## config.mk

```make
export PLATFORM = sky130hd
export DESIGN_NAME = i2c_event_enable_gating
export DESIGN_NICKNAME = d
export VERILOG_FILES = /design/src/verilog/i2c_evt_pkg.sv /design/src/verilog/sticky_w1c.sv /design/src/verilog/i2c_event_enable_gating.sv
export VERILOG_INCLUDE_DIRS = /design/src /design/src/verilog
export SDC_FILE = /design/constraint.sdc
export NUM_CORES = 1
export LEC_CHECK = 0
export ABC_AREA = 0
export BUFFER_PORTS_ARGS = -buffer_cell sky130_fd_sc_hd__buf_2
export CORE_AREA = 4 4 124 126
export CTS_CLUSTER_DIAMETER = 40
export DETAILED_ROUTE_END_ITERATION = 10
export DIE_AREA = 0 0 128 130
export HOLD_SLACK_MARGIN = 0.05
export PLACE_DENSITY = 0.78
export SLEW_MARGIN = 20
export SYNTH_ARGS = -nofsm -noshare
export SYNTH_HDL_FRONTEND = slang
export SYNTH_SLANG_ARGS = --single-unit
```

## constraint.sdc

```tcl
create_clock -name clock -period 5.7 [get_ports clock]
set_input_delay 0.57 -clock clock [delete_from_list [all_inputs] [get_ports clock]]
set_output_delay 0.57 -clock clock [all_outputs]
set_load 0.05 [all_outputs]
```

## src/verilog/i2c_evt_regs.svh

```systemverilog
// Register offsets, field positions and reset values of the event block.
`ifndef I2C_EVT_REGS_SVH
`define I2C_EVT_REGS_SVH

// Byte addresses on the register bus.
`define OFF_EVENT_CLR 32'h0001D300
`define OFF_IRQ_STATUS 32'h0001D304
`define OFF_NEW_EVENT 32'h0001D308
`define OFF_ENABLE 32'h0001D30C
`define OFF_IRQ_MASK 32'h0001D350
`define OFF_SOFT_RESET 32'h0001D354

// Reset values and implemented-bit masks.
`define ENB_RESET 32'h74DE5F3F
`define ENB_IMPL 32'h77DE5F3F
`define NEW_IMPL 32'h01DE5F3F
`define IRQ_MASK_RESET 32'h00000000
`define ZERO_WORD 32'h00000000

// New-event field groups, bit 0 of the field map is the word's MSB.
`define GRP_DIAG_MBOX 32'h01C00000
`define GRP_SLAVE_ERR 32'h001E0000
`define GRP_MASTER_BOOT 32'h00005F00
`define GRP_MASTER_ERR 32'h0000003F

// Single field positions as physical bit indices.
`define EVB_SD 28
`define EVB_DIAG_HISTORY_FILLING 25
`define EVB_DIAG_COMMAND_DONE 24
`define EVB_INBOX_WRITE 23
`define EVB_OUTBOX_READ 22
`define EVB_MTD 14
`define EVB_BOOT_LOAD_ERROR 11
`define SRST_BIT 0

// Bus encodings.
`define HTRANS_NONSEQ 2'h2

`endif

```

## src/verilog/i2c_evt_pkg.sv

```systemverilog
// Types shared by the event block and its bench.
package i2c_evt_pkg;

  typedef struct packed {
    logic hsel;
    logic [31:0] haddr;
    logic [1:0] htrans;
    logic hwrite;
    logic [2:0] hsize;
    logic [31:0] hwdata;
    logic hready;
  } ahb_req_t;

  typedef struct packed {
    logic hreadyout;
    logic hresp;
    logic [31:0] hrdata;
  } ahb_rsp_t;

  typedef enum logic [2:0] {
    SEL_NONE,
    SEL_EVENT_CLR,
    SEL_IRQ_STATUS,
    SEL_NEW_EVENT,
    SEL_ENABLE,
    SEL_IRQ_MASK,
    SEL_SOFT_RESET
  } reg_sel_t;

endpackage : i2c_evt_pkg

```

## src/verilog/sticky_w1c.sv

```systemverilog
// Sticky status word: hardware sets bits, software clears by writing ones.
`timescale 1ns/1ps

module sticky_w1c #(
  parameter int WIDTH = 32
) (
  // Clock and reset
  input wire logic clock,
  input wire logic rst,
  // Hardware set, one cycle per bit
  input wire logic [WIDTH-1:0] set,
  // Software clear
  input wire logic clear_wr,
  input wire logic [WIDTH-1:0] clear_data,
  // Stored status
  output logic [WIDTH-1:0] status
);

  logic [WIDTH-1:0] next_status;

  // A set in the same cycle as its clear survives, so no event is lost.
  always_comb begin
    next_status = status;
    if (clear_wr) begin
      next_status = next_status & ~clear_data;
    end
    next_status = next_status | set;
  end

  always_ff @(posedge clock) begin
    if (rst) begin
      status <= '0;
    end else begin
      status <= next_status;
    end
  end

endmodule : sticky_w1c

```

## src/verilog/i2c_event_enable_gating.sv

```systemverilog
// Event enable mask, write-one-to-set new events and interrupt status.
//
// The AHB-Lite slave port was chosen for this implementation.
`timescale 1ns/1ps
`include "i2c_evt_regs.svh"

// Contract
// - A latched event reaches interrupt status only while its enable is 1.
// - Enable mask is read/write at 0x1D30C, resetting to 0x74DE_5F3F.
// - History filling enable, field bit 06, resets to 0.
// - Command done enable bit 07 resets 0; transaction done bit 03 resets 1.
// - New-event bits 07 to 09 reset to 0 and set on written ones.
// - New-event bits 11 to 14, slave errors, reset 0 and set on ones.
// - New-event bits 17 and 19 to 23 reset 0 and set on ones.
// - New-event bits 26 to 31, master errors, reset 0 and set on ones.
// - Enables for master done (17) and boot error (20) reset to 1.
// - Enables for mailbox write (08) and read (09) reset to 1.
// - Event register write or status read clears all new-event bits.
// - While soft reset is held, new-event bits stay cleared.
module i2c_event_enable_gating (
  // Clock and reset
  input wire logic clock,
  input wire logic rst,
  // Register bus
  input wire i2c_evt_pkg::ahb_req_t bus_req,
  output i2c_evt_pkg::ahb_rsp_t bus_rsp,
  // Event sources
  input wire logic [31:0] event_in,
  input wire logic [31:0] latched_event,
  // Event state towards the controller
  output logic [31:0] new_event,
  output logic [31:0] event_enable,
  output logic soft_block_reset,
  output logic irq
);

  logic addr_ok;
  logic addr_rd;
  i2c_evt_pkg::reg_sel_t addr_sel;
  i2c_evt_pkg::reg_sel_t data_sel;
  logic data_wr;
  logic wr_new;
  logic wr_enable;
  logic wr_event_clr;
  logic wr_status;
  logic wr_irq_mask;
  logic wr_soft_reset;
  logic status_rd;
  logic clear_new;
  logic [31:0] hw_set;
  logic [31:0] w1s_bits;
  logic [31:0] next_new_event;
  logic [31:0] gated_event;
  logic [31:0] irq_status;
  logic [31:0] irq_mask;
  logic [31:0] rd_value;
  logic [31:0] rdata;

  // Address decode, shared by the address and the data phase.
  function automatic i2c_evt_pkg::reg_sel_t decode(
    input logic [31:0] addr
  );
    i2c_evt_pkg::reg_sel_t sel;
    sel = i2c_evt_pkg::SEL_NONE;
    if (addr == `OFF_EVENT_CLR) begin
      sel = i2c_evt_pkg::SEL_EVENT_CLR;
    end else if (addr == `OFF_IRQ_STATUS) begin
      sel = i2c_evt_pkg::SEL_IRQ_STATUS;
    end else if (addr == `OFF_NEW_EVENT) begin
      sel = i2c_evt_pkg::SEL_NEW_EVENT;
    end else if (addr == `OFF_ENABLE) begin
      sel = i2c_evt_pkg::SEL_ENABLE;
    end else if (addr == `OFF_IRQ_MASK) begin
      sel = i2c_evt_pkg::SEL_IRQ_MASK;
    end else if (addr == `OFF_SOFT_RESET) begin
      sel = i2c_evt_pkg::SEL_SOFT_RESET;
    end
    return sel;
  endfunction : decode

  // The slave never inserts wait states and never signals an error.
  assign bus_rsp.hreadyout = 1'b1;
  assign bus_rsp.hresp = 1'b0;
  assign bus_rsp.hrdata = rdata;

  assign addr_ok = bus_req.hsel && bus_req.hready &&
    bus_req.htrans == `HTRANS_NONSEQ;
  assign addr_rd = addr_ok && !bus_req.hwrite;
  assign addr_sel = decode(bus_req.haddr);

  always_ff @(posedge clock) begin
    if (rst) begin
      data_wr <= 1'b0;
      data_sel <= i2c_evt_pkg::SEL_NONE;
    end else begin
      data_wr <= addr_ok && bus_req.hwrite;
      data_sel <= addr_ok ? addr_sel : i2c_evt_pkg::SEL_NONE;
    end
  end

  assign wr_new = data_wr && data_sel == i2c_evt_pkg::SEL_NEW_EVENT;
  assign wr_enable = data_wr && data_sel == i2c_evt_pkg::SEL_ENABLE;
  assign wr_event_clr = data_wr && data_sel == i2c_evt_pkg::SEL_EVENT_CLR;
  assign wr_status = data_wr && data_sel == i2c_evt_pkg::SEL_IRQ_STATUS;
  assign wr_irq_mask = data_wr && data_sel == i2c_evt_pkg::SEL_IRQ_MASK;
  assign wr_soft_reset = data_wr &&
    data_sel == i2c_evt_pkg::SEL_SOFT_RESET;

  // Reading interrupt status is the snapshot; it is taken in the address
  // phase so the returned word and the clear belong to the same edge.
  assign status_rd = addr_rd && addr_sel == i2c_evt_pkg::SEL_IRQ_STATUS;
  assign clear_new = wr_event_clr || status_rd;

  // Reserved positions are masked off on every path into the registers.
  assign w1s_bits = bus_req.hwdata & `NEW_IMPL;
  assign hw_set = event_in & `NEW_IMPL;

  // Hardware and software sets win over a clear in the same cycle, but the
  // soft reset beats everything so no event leaks out while it is held.
  always_comb begin
    next_new_event = new_event;
    if (clear_new) begin
      next_new_event = `ZERO_WORD;
    end
    next_new_event = next_new_event | hw_set;
    if (wr_new) begin
      next_new_event = next_new_event | w1s_bits;
    end
    if (soft_block_reset) begin
      next_new_event = `ZERO_WORD;
    end
  end

  always_ff @(posedge clock) begin
    if (rst) begin
      new_event <= `ZERO_WORD;
    end else begin
      new_event <= next_new_event;
    end
  end

  always_ff @(posedge clock) begin
    if (rst) begin
      event_enable <= `ENB_RESET;
    end else if (wr_enable) begin
      event_enable <= bus_req.hwdata & `ENB_IMPL;
    end
  end

  always_ff @(posedge clock) begin
    if (rst) begin
      irq_mask <= `IRQ_MASK_RESET;
    end else if (wr_irq_mask) begin
      irq_mask <= bus_req.hwdata & `ENB_IMPL;
    end
  end

  // The soft reset stays set until software writes it back to zero.
  always_ff @(posedge clock) begin
    if (rst) begin
      soft_block_reset <= 1'b0;
    end else if (wr_soft_reset) begin
      soft_block_reset <= bus_req.hwdata[`SRST_BIT];
    end
  end

  // Only enabled events may land in the interrupt status.
  assign gated_event = latched_event & event_enable;

  sticky_w1c #(
    .WIDTH(32)
  ) status_bits (
    .clock(clock),
    .rst(rst),
    .set(gated_event),
    .clear_wr(wr_status),
    .clear_data(bus_req.hwdata),
    .status(irq_status)
  );

  assign irq = |(irq_status & irq_mask);

  always_comb begin
    rd_value = `ZERO_WORD;
    case (addr_sel)
      i2c_evt_pkg::SEL_IRQ_STATUS: begin
        rd_value = irq_status;
      end
      i2c_evt_pkg::SEL_NEW_EVENT: begin
        rd_value = new_event;
      end
      i2c_evt_pkg::SEL_ENABLE: begin
        rd_value = event_enable;
      end
      i2c_evt_pkg::SEL_IRQ_MASK: begin
        rd_value = irq_mask;
      end
      i2c_evt_pkg::SEL_SOFT_RESET: begin
        rd_value = {31'h00000000, soft_block_reset};
      end
      default: begin
        rd_value = `ZERO_WORD;
      end
    endcase
  end

  // Read data is captured at the address phase edge. A read that follows a
  // write with no idle gap would see the value from before that write.
  always_ff @(posedge clock) begin
    if (rst) begin
      rdata <= `ZERO_WORD;
    end else if (addr_rd) begin
      rdata <= rd_value;
    end
  end
endmodule : i2c_event_enable_gating

```

Word-level counts from Yosys, hierarchy flattened
Cells that the tools add are included.

Register bits after elaboration: 149. Bits of input ports: 138. Output and inout port bits: 100. Word-level logic and storage cells: 60.

Equality and inequality tests: 18. Multiplexer cells: 10. Bitwise operators: 8. Reductions and logical operators: 16.

Operators with widths (count): 32-bit by 17-bit equality test with 1-bit output (second input constant) (6); 32-bit one-hot mux with 5 select lines (1); 32-bit two-way mux (3); 32-bit by 31-bit AND with 32-bit output (2); 32-bit by 25-bit OR with 32-bit output (2); 32-bit AND (1); 32-bit NOT (1); 32-bit OR (1); 32-bit OR reduction (1); 3-bit equality test (second input constant) (6); 3-bit two-way mux (6); 3-bit by 2-bit equality test with 1-bit output (second input constant) (4); 1-bit logical AND (11); 2-bit OR reduction (2); 3-bit by 1-bit equality test with 1-bit output (second input constant) (1); 2-bit equality test (second input constant) (1); 1-bit zero test (1); 1-bit logical OR (1); 1-bit NOT (1).

Depth between registers and ports, before layout
Gate-level depths: netlist of run 1.

Depth in word-level cells: 14. Gate-level depth with buffers: 6. Gate-level depth less buffers: 5.

Modules after synthesis
A second synthesis of run 1 with hierarchy kept.

Cell total of the unflattened synthesis: 713. Area, all modules: 6216.0 µm².

Modules (own cells, without submodules): i2c_event_enable_gating (instances 1, cells an instance 579, area each 5006.1 µm², seq. area each 2082.0 µm²); sticky_w1c (instances 1, cells an instance 134, area each 1209.9 µm², seq. area each 640.6 µm²).

Least setup slack after synthesis of run 1
No wires, ideal clock.

Path type: in2reg. Start: input bus_req[50] (netlist name). End: register new_event[10]. Setup time: 0.125 ns. Data arrival time: 2.031 ns. Required time: 5.575 ns. Slack: 3.544 ns. Stages: 5. Buffers on the path: 1. Path through: or4b_1 > nor4_4 > a311oi_4 > buf_6 > o2bb2ai_1.

Cells in the longest elaborated chain, start to end: 14. Elaborated cells between the ends (all ways): 19. Classes of those cells: eq/ne (7); mux (8); bitwise (2); reduce/logical (2).

Ends and longest elaborated chain: start: declaration (line i2c_event_enable_gating.sv:25) `input wire i2c_evt_pkg::ahb_req_t bus_req,`; 32-bit by 17-bit equality test with 1-bit output (no line); 3-bit two-way mux (line i2c_event_enable_gating.sv:75) `` end else if (addr == `OFF_SOFT_RESET) begin ``; 3-bit two-way mux (line i2c_event_enable_gating.sv:73) `` end else if (addr == `OFF_IRQ_MASK) begin ``; 3-bit two-way mux (line i2c_event_enable_gating.sv:71) `` end else if (addr == `OFF_ENABLE) begin ``; 3-bit two-way mux (line i2c_event_enable_gating.sv:69) `` end else if (addr == `OFF_NEW_EVENT) begin ``; 3-bit two-way mux (line i2c_event_enable_gating.sv:67) `` end else if (addr == `OFF_IRQ_STATUS) begin ``; 3-bit two-way mux * (line i2c_event_enable_gating.sv:65) `` if (addr == `OFF_EVENT_CLR) begin ``; 3-bit by 2-bit equality test with 1-bit output * (line i2c_event_enable_gating.sv:111) `assign status_rd = addr_rd && addr_sel == i2c_evt_pkg::SEL_IRQ_STATUS;`; 1-bit logical AND * (line i2c_event_enable_gating.sv:111); 1-bit logical OR * (line i2c_event_enable_gating.sv:112) `assign clear_new = wr_event_clr || status_rd;`; 32-bit two-way mux * (line i2c_event_enable_gating.sv:122) `if (clear_new) begin`; 32-bit by 25-bit OR with 32-bit output * (line i2c_event_enable_gating.sv:125) `next_new_event = next_new_event | hw_set;`; 32-bit by 25-bit OR with 32-bit output (line i2c_event_enable_gating.sv:127) `next_new_event = next_new_event | w1s_bits;`; 32-bit two-way mux * (line i2c_event_enable_gating.sv:126) `if (wr_new) begin`; end signal: assignment (line i2c_event_enable_gating.sv:136) `` new_event <= `ZERO_WORD; ``; end signal: assignment (line i2c_event_enable_gating.sv:138) `new_event <= next_new_event;`; end: declaration (line i2c_event_enable_gating.sv:31) `output logic [31:0] new_event,`.

Mark *: on every way between the ends. The rest lies on a longest branch, timed or not. A chain may end at the register's enable or synchronous reset.

Worst setup path after layout of run 1
Start: register status_bits.status[19]. End: output irq.

Cells in the longest elaborated chain, start to end: 2.

Ends and longest elaborated chain: start: declaration (line sticky_w1c.sv:16) `output logic [WIDTH-1:0] status`; start signal: assignment (line sticky_w1c.sv:34) `status <= next_status;`; 32-bit by 31-bit AND with 32-bit output (line i2c_event_enable_gating.sv:181) `assign irq = |(irq_status & irq_mask);`; 32-bit OR reduction (line i2c_event_enable_gating.sv:181); end: declaration (line i2c_event_enable_gating.sv:34) `output logic irq`.

No other way between the ends.

==> impl_metrics.json, run 1 <==
{
  "period_share_pct": 40.7,
  "ys_ff_latch": 136,
  "hold_viol_final": 0,
  "maxCapViolations": 0,
  "h-tree-depth": 4,
  "top_level_ports": 238,
  "rsz0062_at_grt": "false",
  "min_period_ns": 2.32,
  "dieArea_um2": 16600,
  "cts_tree": "yes",
  "routabilityCongestion": 0.772,
  "synth_commonest_cells": "dfxtp_1, nand2_1, a21oi_1",
  "clock_latency_ns": 0.42,
  "wl_um": 17800,
  "numCtsBuffers": 17,
  "place_area_um2": 6670,
  "slew_headroom_pct": 28.3,
  "synthTopCellsByArea": "dfxtp_1, nand2_1, a21oi_1",
  "grt_max_degree": 85,
  "post-dp-hpwl_um": 12300,
  "synthAdderAreaFrac_pct": 0,
  "drt_iter0_markers": 370,
  "hold_path.class": "in -> reg",
  "post-cts-setup-buffers": 0,
  "run_status": "finished, final reports clean",
  "antenna_found_initial": 0,
  "critPathRequiredTime_ns": 5.13,
  "drv_slew": 0,
  "fin_worst_skew_ns": 0.00815,
  "grt_usage_pct": 21.1,
  "place_inst": 959,
  "arrival_ns": 1.75,
  "yosys.area_share.simple_pct": 17.4,
  "postLayoutCoreUtil_pct": 50.6,
  "crit_path_start_kind": "flop",
  "worstMarginPinSlew_ns": 1.07,
  "cts_hold_buf": 0,
  "antenna_cells_inserted": 0,
  "async_reset_ff_share_pct": 0,
  "total_power_mw": 2.26,
  "yosys.area.top_type": "dfxtp_1",
  "path_max_fanout": 3,
  "remaining_drc_errors": 0,
  "crit_type": "reg -> out",
  "via_per_inst": 5.41,
  "setup_viol": 0,
  "ctsResizeCount": 0,
  "ys_types": 43,
  "drtAntennaViolNets": 0,
  "numPortBuffers": 190,
  "synthMuxAreaShare_pct": 4.32,
  "yosys_warnings": 0,
  "p_leak_nw": 2.86,
  "syn_inst": 619,
  "clockBufferDepth": 2,
  "floorplan.initialDensity_pct": 39.5,
  "synth_compound_area_share_pct": 23.7,
  "cts.clk_slew.worst_paths_ns": 0.06,
  "syn_avg_cell_area_um2": 9.13,
  "die-width_um": 128,
  "worstSetupEndpointType": "output pin",
  "cts-root-buf": "clkbuf_16",
  "synth_top_family_by_area": "compound AO/OA/AOI/OAI gates",
  "drive_gt1_share_pct": 31.8,
  "core_area_um2": 14300,
  "area_growth_pct": 28.1,
  "clkSinkCount": 136,
  "fin_tns_setup_ns": 0,
  "fin_area_um2": 7240,
  "synth.most_common_cell": "dfxtp_1",
  "synthFlopType": "dfxtp_1",
  "p_per_area_nw_per_um2": 312,
  "nets": 933,
  "synth_edf_count": 0,
  "grt_remaining_overflow": 0,
  "syn_area_um2": 5650,
  "worst_slack_ns": 3.38,
  "holdWs_ns": 0.327,
  "fmax_mhz": 431,
  "synth-xor-area-share_pct": 0.155,
  "die-height_um": 130,
  "vias": 5351,
  "wl_per_cell_um": 18.0,
  "drt-pass1-iter-count": 5,
  "grt_first_pass_wirelength_um": 27100,
  "netlist.area_leader.share_pct": 48.2,
  "rows": 44,
  "vdd_drop_max_uv": 215,
  "place_ws_ns": 2.93,
  "seq_area_frac_synth_pct": 48.2,
  "grt_pass1_vias": 5058,
  "finalNonFillerCells": 989
}
-- cell usage in the layout, fill, tap and decap left out, types with 2 or more instances in the layout --
master,n
buf_2,190
dfxtp_1,136
nand2_1,109
a21oi_1,55
a22oi_1,34
nor2_1,32
o21ai_0,31
a222oi_1,23
conb_1,23
a211o_1,22
mux2_2,19
o2bb2ai_1,19
nor2b_1,17
clkbuf_16,17
nand2b_1,9
buf_4,8
and2b_1,6
nand4_1,4
clkbuf_8,4
nand4b_1,3
nor4_1,3
mux2i_1,3
clkinvlp_4,3
a221oi_1,2
and2_1,2
nand3b_1,2
nor4bb_1,2
nand3_1,2
o21ai_1,2
clkinv_2,2
-- worst max-delay path, cell delays in order (launching register included) --
cell and delay [ns]:
dfxtp_1 0.36, a22o_1 0.25, a221oi_1 0.29, nand4_1 0.19, buf_2 0.25
-- layout make-up --
cell class	count	area, µm²
Timing Repair Buffer	199	1020
Clock inverter	7	71.3
Sequential cell	136	2720
Clock buffer	22	484
Tap cell	184	230
Multi-Input combinational cell	441	2710
Fill cell	1386	7080
-- sequential cells by signal, summed over array words and instances, names as in the netlist --
register and cells:
irq_mask 24, new_event 19, soft_block_reset 1, data_wr 1, data_sel 3, event_enable 24, status_bits.status 32, rdata 32
-- cells by family (layout without fill, tap and decap cells) --
kind of cell	Yosys count	after routing
simple gates	205	205
xor+xnor	1	1
other cells	2	23
flops	136	136
buf+inv	63	228
compound gates	190	190
mux	22	22
-- final timing paths --
kind	startpoint	endpoint	slack [ns]	cells past startpoint
min	bus_req[14]	status_bits.status[13]	0.33	2
min reg2reg	rdata[31]	rdata[31]	0.45	2
max reg2reg	data_sel[1]	status_bits.status[23]	3.55	5
max	status_bits.status[19]	irq	3.38	4
-- metal layers --
metal	up-vias	global-route usage, %	share of wire [%]
met5	-	0	0
met2	256	34.5	46
met1	2502	26.7	43
met4	0	9.11	2.9
met3	33	5.20	8.5
li1	2560	-	-
-- where the power goes --
group / internal (mW) / total [mW] / switching [mW] / leakage [nW]
logic: 0.0746 / 0.229 / 0.154 / 1.48
registers: 0.976 / 0.998 / 0.0221 / 1.11
clock network: 0.637 / 1.03 / 0.394 / 0.266
total: 1.69 / 2.26 / 0.570 / 2.86
No activity file was read; power rests on OpenSTA's default activity.
==> inputs of run 2 (changes only) <==
--- a/config.mk
+++ b/config.mk
@@ -13,7 +13,7 @@
 export DETAILED_ROUTE_END_ITERATION = 10
 export DIE_AREA = 0 0 128 130
 export HOLD_SLACK_MARGIN = 0.05
-export PLACE_DENSITY = 0.78
+export PLACE_DENSITY = 0.81
 export SLEW_MARGIN = 20
 export SYNTH_ARGS = -nofsm -noshare
 export SYNTH_HDL_FRONTEND = slang
==> constraint.sdc (replaced) <==
create_clock -name clock -period 1.91 [get_ports clock]
set_input_delay 0.191 -clock clock [delete_from_list [all_inputs] [get_ports clock]]
set_output_delay 0.191 -clock clock [all_outputs]
set_load 0.05 [all_outputs]
==> run 2 against run 1 <==
First-iteration DRC count increased by 33%. Core utilization increased by 6.7 points. Via count increased by 9.3%. Flip-flop and latch count unchanged. Clock skew increased by 0.0011 ns. Critical endpoint unchanged.
==> impl_metrics.json, run 2 (synthesis results as in run 1) <==
{
  "remaining_drc_errors": 0,
  "grt_pass1_vias": 5719,
  "rsz0062_at_grt": "false",
  "min_period_ns": 1.85,
  "post-dp-hpwl_um": 12900,
  "path_cells": "a22oi_1 -> nand4_1 -> nor2_1 -> nand4_1 -> clkbuf_4",
  "postLayoutCoreUtil_pct": 57.3,
  "crit_type": "reg -> out",
  "grt_usage_pct": 23.2,
  "vias": 5849,
  "hold_path.class": "in -> reg",
  "clkSinkCount": 136,
  "cts.clk_slew.worst_paths_ns": 0.05,
  "place_ws_ns": 0.0195,
  "cts-root-buf": "clkbuf_16",
  "crit_top_cell": "nand4_1",
  "worstMarginPinSlew_ns": 0.658,
  "setup_viol": 0,
  "floorplan.initialDensity_pct": 39.5,
  "top_level_ports": 238,
  "drt_iter0_markers": 492,
  "drv_slew": 0,
  "place_area_um2": 6820,
  "holdWs_ns": 0.156,
  "clockBufferDepth": 2,
  "final_common_cell": "buf_2",
  "routabilityCongestion": 0.817,
  "p_per_area_nw_per_um2": 874,
  "nets": 1025,
  "drtAntennaViolNets": 0,
  "die-height_um": 130,
  "worstSetupEndpointType": "output pin",
  "crit_family": "simple AND/OR/NAND/NOR gates",
  "cp_num_buf_inv": 1,
  "fin_area_um2": 8200,
  "crit_path_start_kind": "flop",
  "cts_tree": "yes",
  "critPathRequiredTime_ns": 1.72,
  "path_max_fanout": 3,
  "vdd_drop_max_uv": 762,
  "clock_latency_ns": 0.42,
  "core_area_um2": 14300,
  "dieArea_um2": 16600,
  "worst_slack_ns": 0.0561,
  "grt_first_pass_wirelength_um": 29900,
  "slew_headroom_pct": 56.1,
  "period_share_pct": 97.1,
  "numCtsBuffers": 17,
  "top_regs": "rdata x32, status_bits.status x32",
  "fin_worst_skew_ns": 0.00929,
  "fin_tns_setup_ns": 0,
  "wl_um": 19700,
  "maxCapViolations": 0,
  "drt-pass1-iter-count": 5,
  "via_per_inst": 5.40,
  "drive_gt1_share_pct": 30.8,
  "wl_per_cell_um": 18.2,
  "reg2reg_depth": 5,
  "critPathSlowestCell": "dfxtp_1",
  "rows": 44,
  "crit_cells": 5,
  "post-cts-setup-buffers": 0,
  "antenna_found_initial": 0,
  "h-tree-depth": 4,
  "grt_remaining_overflow": 0,
  "hold_viol_final": 0,
  "area_growth_pct": 45.1,
  "arrival_ns": 1.66,
  "numPortBuffers": 190,
  "run_status": "finished, final reports clean",
  "grt_max_degree": 62,
  "fmax_mhz": 539,
  "die-width_um": 128,
  "p_leak_nw": 3.29,
  "layout_common_cells": "buf_2, dfxtp_1, nand2_1",
  "max_stage_delay_ns": 0.33,
  "min_path_cells": 3
}
run 2: cell types whose count changed in the layout (fill, tap and decap cells not counted), moves of 2 or more:
cell / delta
buf_4: +15
bufinv_16: +2
dlygate4sd3_1: +76
buf_12: +2
clkbuf_8: -2
clkinv_2: +2
run 2: worst paths after layout:
kind / startpoint / slack, ns / end
max: status_bits.status[26] / 0.06 / irq
min: bus_req[42] / 0.16 / data_sel[1]
max reg2reg: data_wr / 0.17 / event_enable[11]
min reg2reg: rdata[6] / 0.44 / rdata[6]
run 2: metrics by stage:
step | total power, mW | instances
3_3_place_gp | 3.72 | 976
4_1_cts | 7.19 | 1083
2_1_floorplan | 3.49 | 640
3_5_place_dp | 3.73 | 976
6_report | 7.17 | 1084
5_1_grt | 7.39 | 1083
run 2: report_power, final:
part / switching (mW) / internal (mW) / total (mW)
clock: 1.25 / 2.11 / 3.36
combinational: 0.492 / 0.335 / 0.827
sequential: 0.0692 / 2.91 / 2.98
total: 1.81 / 5.35 / 7.17
run 2: tightest hold or removal path, delay by kind of cell:
kind	cells	cell delay, ns
AO/OA/AOI/OAI	1	0.06
AND/OR/NAND/NOR	1	0.13
buffers and inverters	1	0.15
run 2: area by class of cell:
class,count,area (µm²)
Antenna cell,1,2.50
Timing Repair Buffer,291,1930
Tap cell,184,230
Fill cell,1250,6120
Clock buffer,19,453
Clock inverter,12,150
Sequential cell,136,2720
Multi-Input combinational cell,441,2710
run 2: repair_timing:
action                                  4_1_cts  5_1_grt
cloned                                        0        0
hold endpoints to repair                     96        0
resized for setup                             1        2
hold buffers                                 76        0
endpoints found under the setup margin        1        1
run 2: per-layer routing:
layer / wire length [µm] / global-route usage [%] / share of wire [%]
met5: 0 / 0 / 0
met4: 522 / 10.5 / 2.6
met3: 1480 / 4.79 / 7.5
met2: 9390 / 38.7 / 48
met1: 8320 / 29.0 / 42
==> inputs of run 3 (changes only) <==
--- a/config.mk
+++ b/config.mk
@@ -10,10 +10,11 @@
 export BUFFER_PORTS_ARGS = -buffer_cell sky130_fd_sc_hd__buf_2
 export CORE_AREA = 4 4 124 126
 export CTS_CLUSTER_DIAMETER = 40
+export CTS_CLUSTER_SIZE = 25
 export DETAILED_ROUTE_END_ITERATION = 10
 export DIE_AREA = 0 0 128 130
 export HOLD_SLACK_MARGIN = 0.05
-export PLACE_DENSITY = 0.81
+export PLACE_DENSITY = 0.78
 export SLEW_MARGIN = 20
 export SYNTH_ARGS = -nofsm -noshare
 export SYNTH_HDL_FRONTEND = slang
==> constraint.sdc (replaced) <==
create_clock -name clock -period 1.8 [get_ports clock]
set_input_delay 0.18 -clock clock [delete_from_list [all_inputs] [get_ports clock]]
set_output_delay 0.18 -clock clock [all_outputs]
set_load 0.05 [all_outputs]
==> run 3 against run 2 <==
Flip-flop and latch count stayed put. Largest power group unchanged. Worst hold slack better by 0.0084 ns. Combinational power is 8.2% higher. Wire length is 0.13% lower. Clock skew is 0.0018 ns lower. Global-route usage hardly changed.
==> impl_metrics.json, run 3 (synthesis results as in run 1) <==
{
  "vdd_drop_max_uv": 823,
  "grt_remaining_overflow": 0,
  "p_per_area_nw_per_um2": 905,
  "drive_gt1_share_pct": 30.8,
  "drtAntennaViolNets": 0,
  "period_share_pct": 97.3,
  "worstMarginPinSlew_ns": 0.558,
  "worstSetupEndpointType": "output pin",
  "rsz0062_at_grt": "false",
  "final_common_cell": "buf_2",
  "post-cts-setup-buffers": 0,
  "core_area_um2": 14300,
  "antenna_found_initial": 0,
  "grt_first_pass_wirelength_um": 29800,
  "vias": 5704,
  "dieArea_um2": 16600,
  "slew_headroom_pct": 62.7,
  "worst_slack_ns": 0.0494,
  "top_level_ports": 238,
  "drv_slew": 0,
  "nets": 1026,
  "clockBufferDepth": 2,
  "wl_per_cell_um": 18.2,
  "grt.met3_usage_pct": 6.51,
  "h-tree-depth": 4,
  "wl_um": 19700,
  "die-width_um": 128,
  "n_fill_cell": 1212,
  "cts-root-buf": "clkbuf_16",
  "crit_path_start_kind": "flop",
  "area_growth_pct": 45.8,
  "place_ws_ns": -0.0481,
  "clock_latency_ns": 0.42,
  "drt_iter0_markers": 461,
  "cts_tree": "yes",
  "grt_pass1_vias": 5679,
  "place_inst": 977,
  "cts.clk_slew.worst_paths_ns": 0.06,
  "met2_usage_pct": 39.7,
  "min_period_ns": 1.75,
  "arrival_ns": 1.57,
  "finalNonFillerCells": 1083,
  "max_stage_delay_ns": 0.33,
  "die-height_um": 130,
  "use_met1_pct": 27.6,
  "routabilityCongestion": 0.806,
  "top_regs": "rdata x32, status_bits.status x32",
  "setup_viol": 0,
  "layout_common_cells": "buf_2, dfxtp_1, nand2_1",
  "grt-busiest-layer": "met2",
  "via_per_inst": 5.27,
  "path_cells": "a22oi_2 -> nand4_1 -> nor2_1 -> nand4_1 -> buf_6",
  "grt_usage_pct": 23.2,
  "floorplan.initialDensity_pct": 39.5,
  "grt_max_degree": 84,
  "fin_tns_setup_ns": 0,
  "clkSinkCount": 136,
  "p_leak_nw": 3.30,
  "numCtsBuffers": 17,
  "hold_viol_final": 0,
  "numPortBuffers": 190,
  "fin_worst_skew_ns": 0.00744,
  "maxCapViolations": 0,
  "rows": 44,
  "crit_type": "reg -> out",
  "remaining_drc_errors": 0,
  "post-dp-hpwl_um": 12700,
  "postLayoutCoreUtil_pct": 57.6,
  "critPathSlowestCell": "dfxtp_1",
  "path_max_fanout": 3,
  "crit_top_cell": "nand4_1",
  "antenna_cells_inserted": 0,
  "hold_path.class": "in -> reg",
  "fmax_mhz": 571,
  "drt-pass1-iter-count": 5,
  "run_status": "finished, final reports clean",
  "critPathRequiredTime_ns": 1.62
}
[run 3: per-layer routing]
metal	up-vias	wire length, µm
met2	291	9400
met1	2623	8150
li1	2751	-
met3	39	1660
met5	-	0
met4	0	473
[run 3: worst max-delay path, delay by kind of cell (launching register included)]
kind | cells | cell delay, ns
AO/OA/AOI/OAI | 1 | 0.23
buffers and inverters | 1 | 0.18
flip-flops | 1 | 0.33
AND/OR/NAND/NOR | 3 | 0.41
[run 3: repair_timing]
item,CTS,global route
setup endpoints to repair,1,11
cloned,0,0
hold buffers,76,0
hold endpoints to repair,98,0
gates resized for setup,4,3
[run 3: final timing paths]
check                           cells past startpoint  slack (ns)                    from          endpoint
worst max-delay path                                5        0.05  status_bits.status[26]               irq
worst min-delay path                                3        0.16             bus_req[41]       data_sel[2]
worst max register to register                      5        0.12             data_sel[2]  event_enable[11]
worst min register to register                      2        0.44                rdata[5]          rdata[5]
[run 3: layout make-up]
class,count,area [µm²],share of cell area [%]
Multi-Input combinational cell,441,2730,33.1
Sequential cell,136,2720,33.0
Timing Repair Buffer,292,1990,24.1
Clock buffer,22,474,5.75
Tap cell,184,230,2.79
Clock inverter,8,97.6,1.18
[run 3: per-stage QoR]
step	area (µm²)	hold WS, ns	power (mW)
finish	8240	0.165	7.46
global route	8240	0.155	7.68
floorplan	5730	0.269	3.71
CTS	8230	0.150	7.46
detailed placement	6880	0.363	3.97
global placement	6880	0.358	3.96
[run 3: power by group]
| part | internal (mW) | leakage [nW] | switching (mW) |
|---|---|---|---|
| Combinational | 0.366 | 1.91 | 0.528 |
| Sequential | 3.09 | 1.11 | 0.0732 |
| Clock | 2.12 | 0.274 | 1.27 |
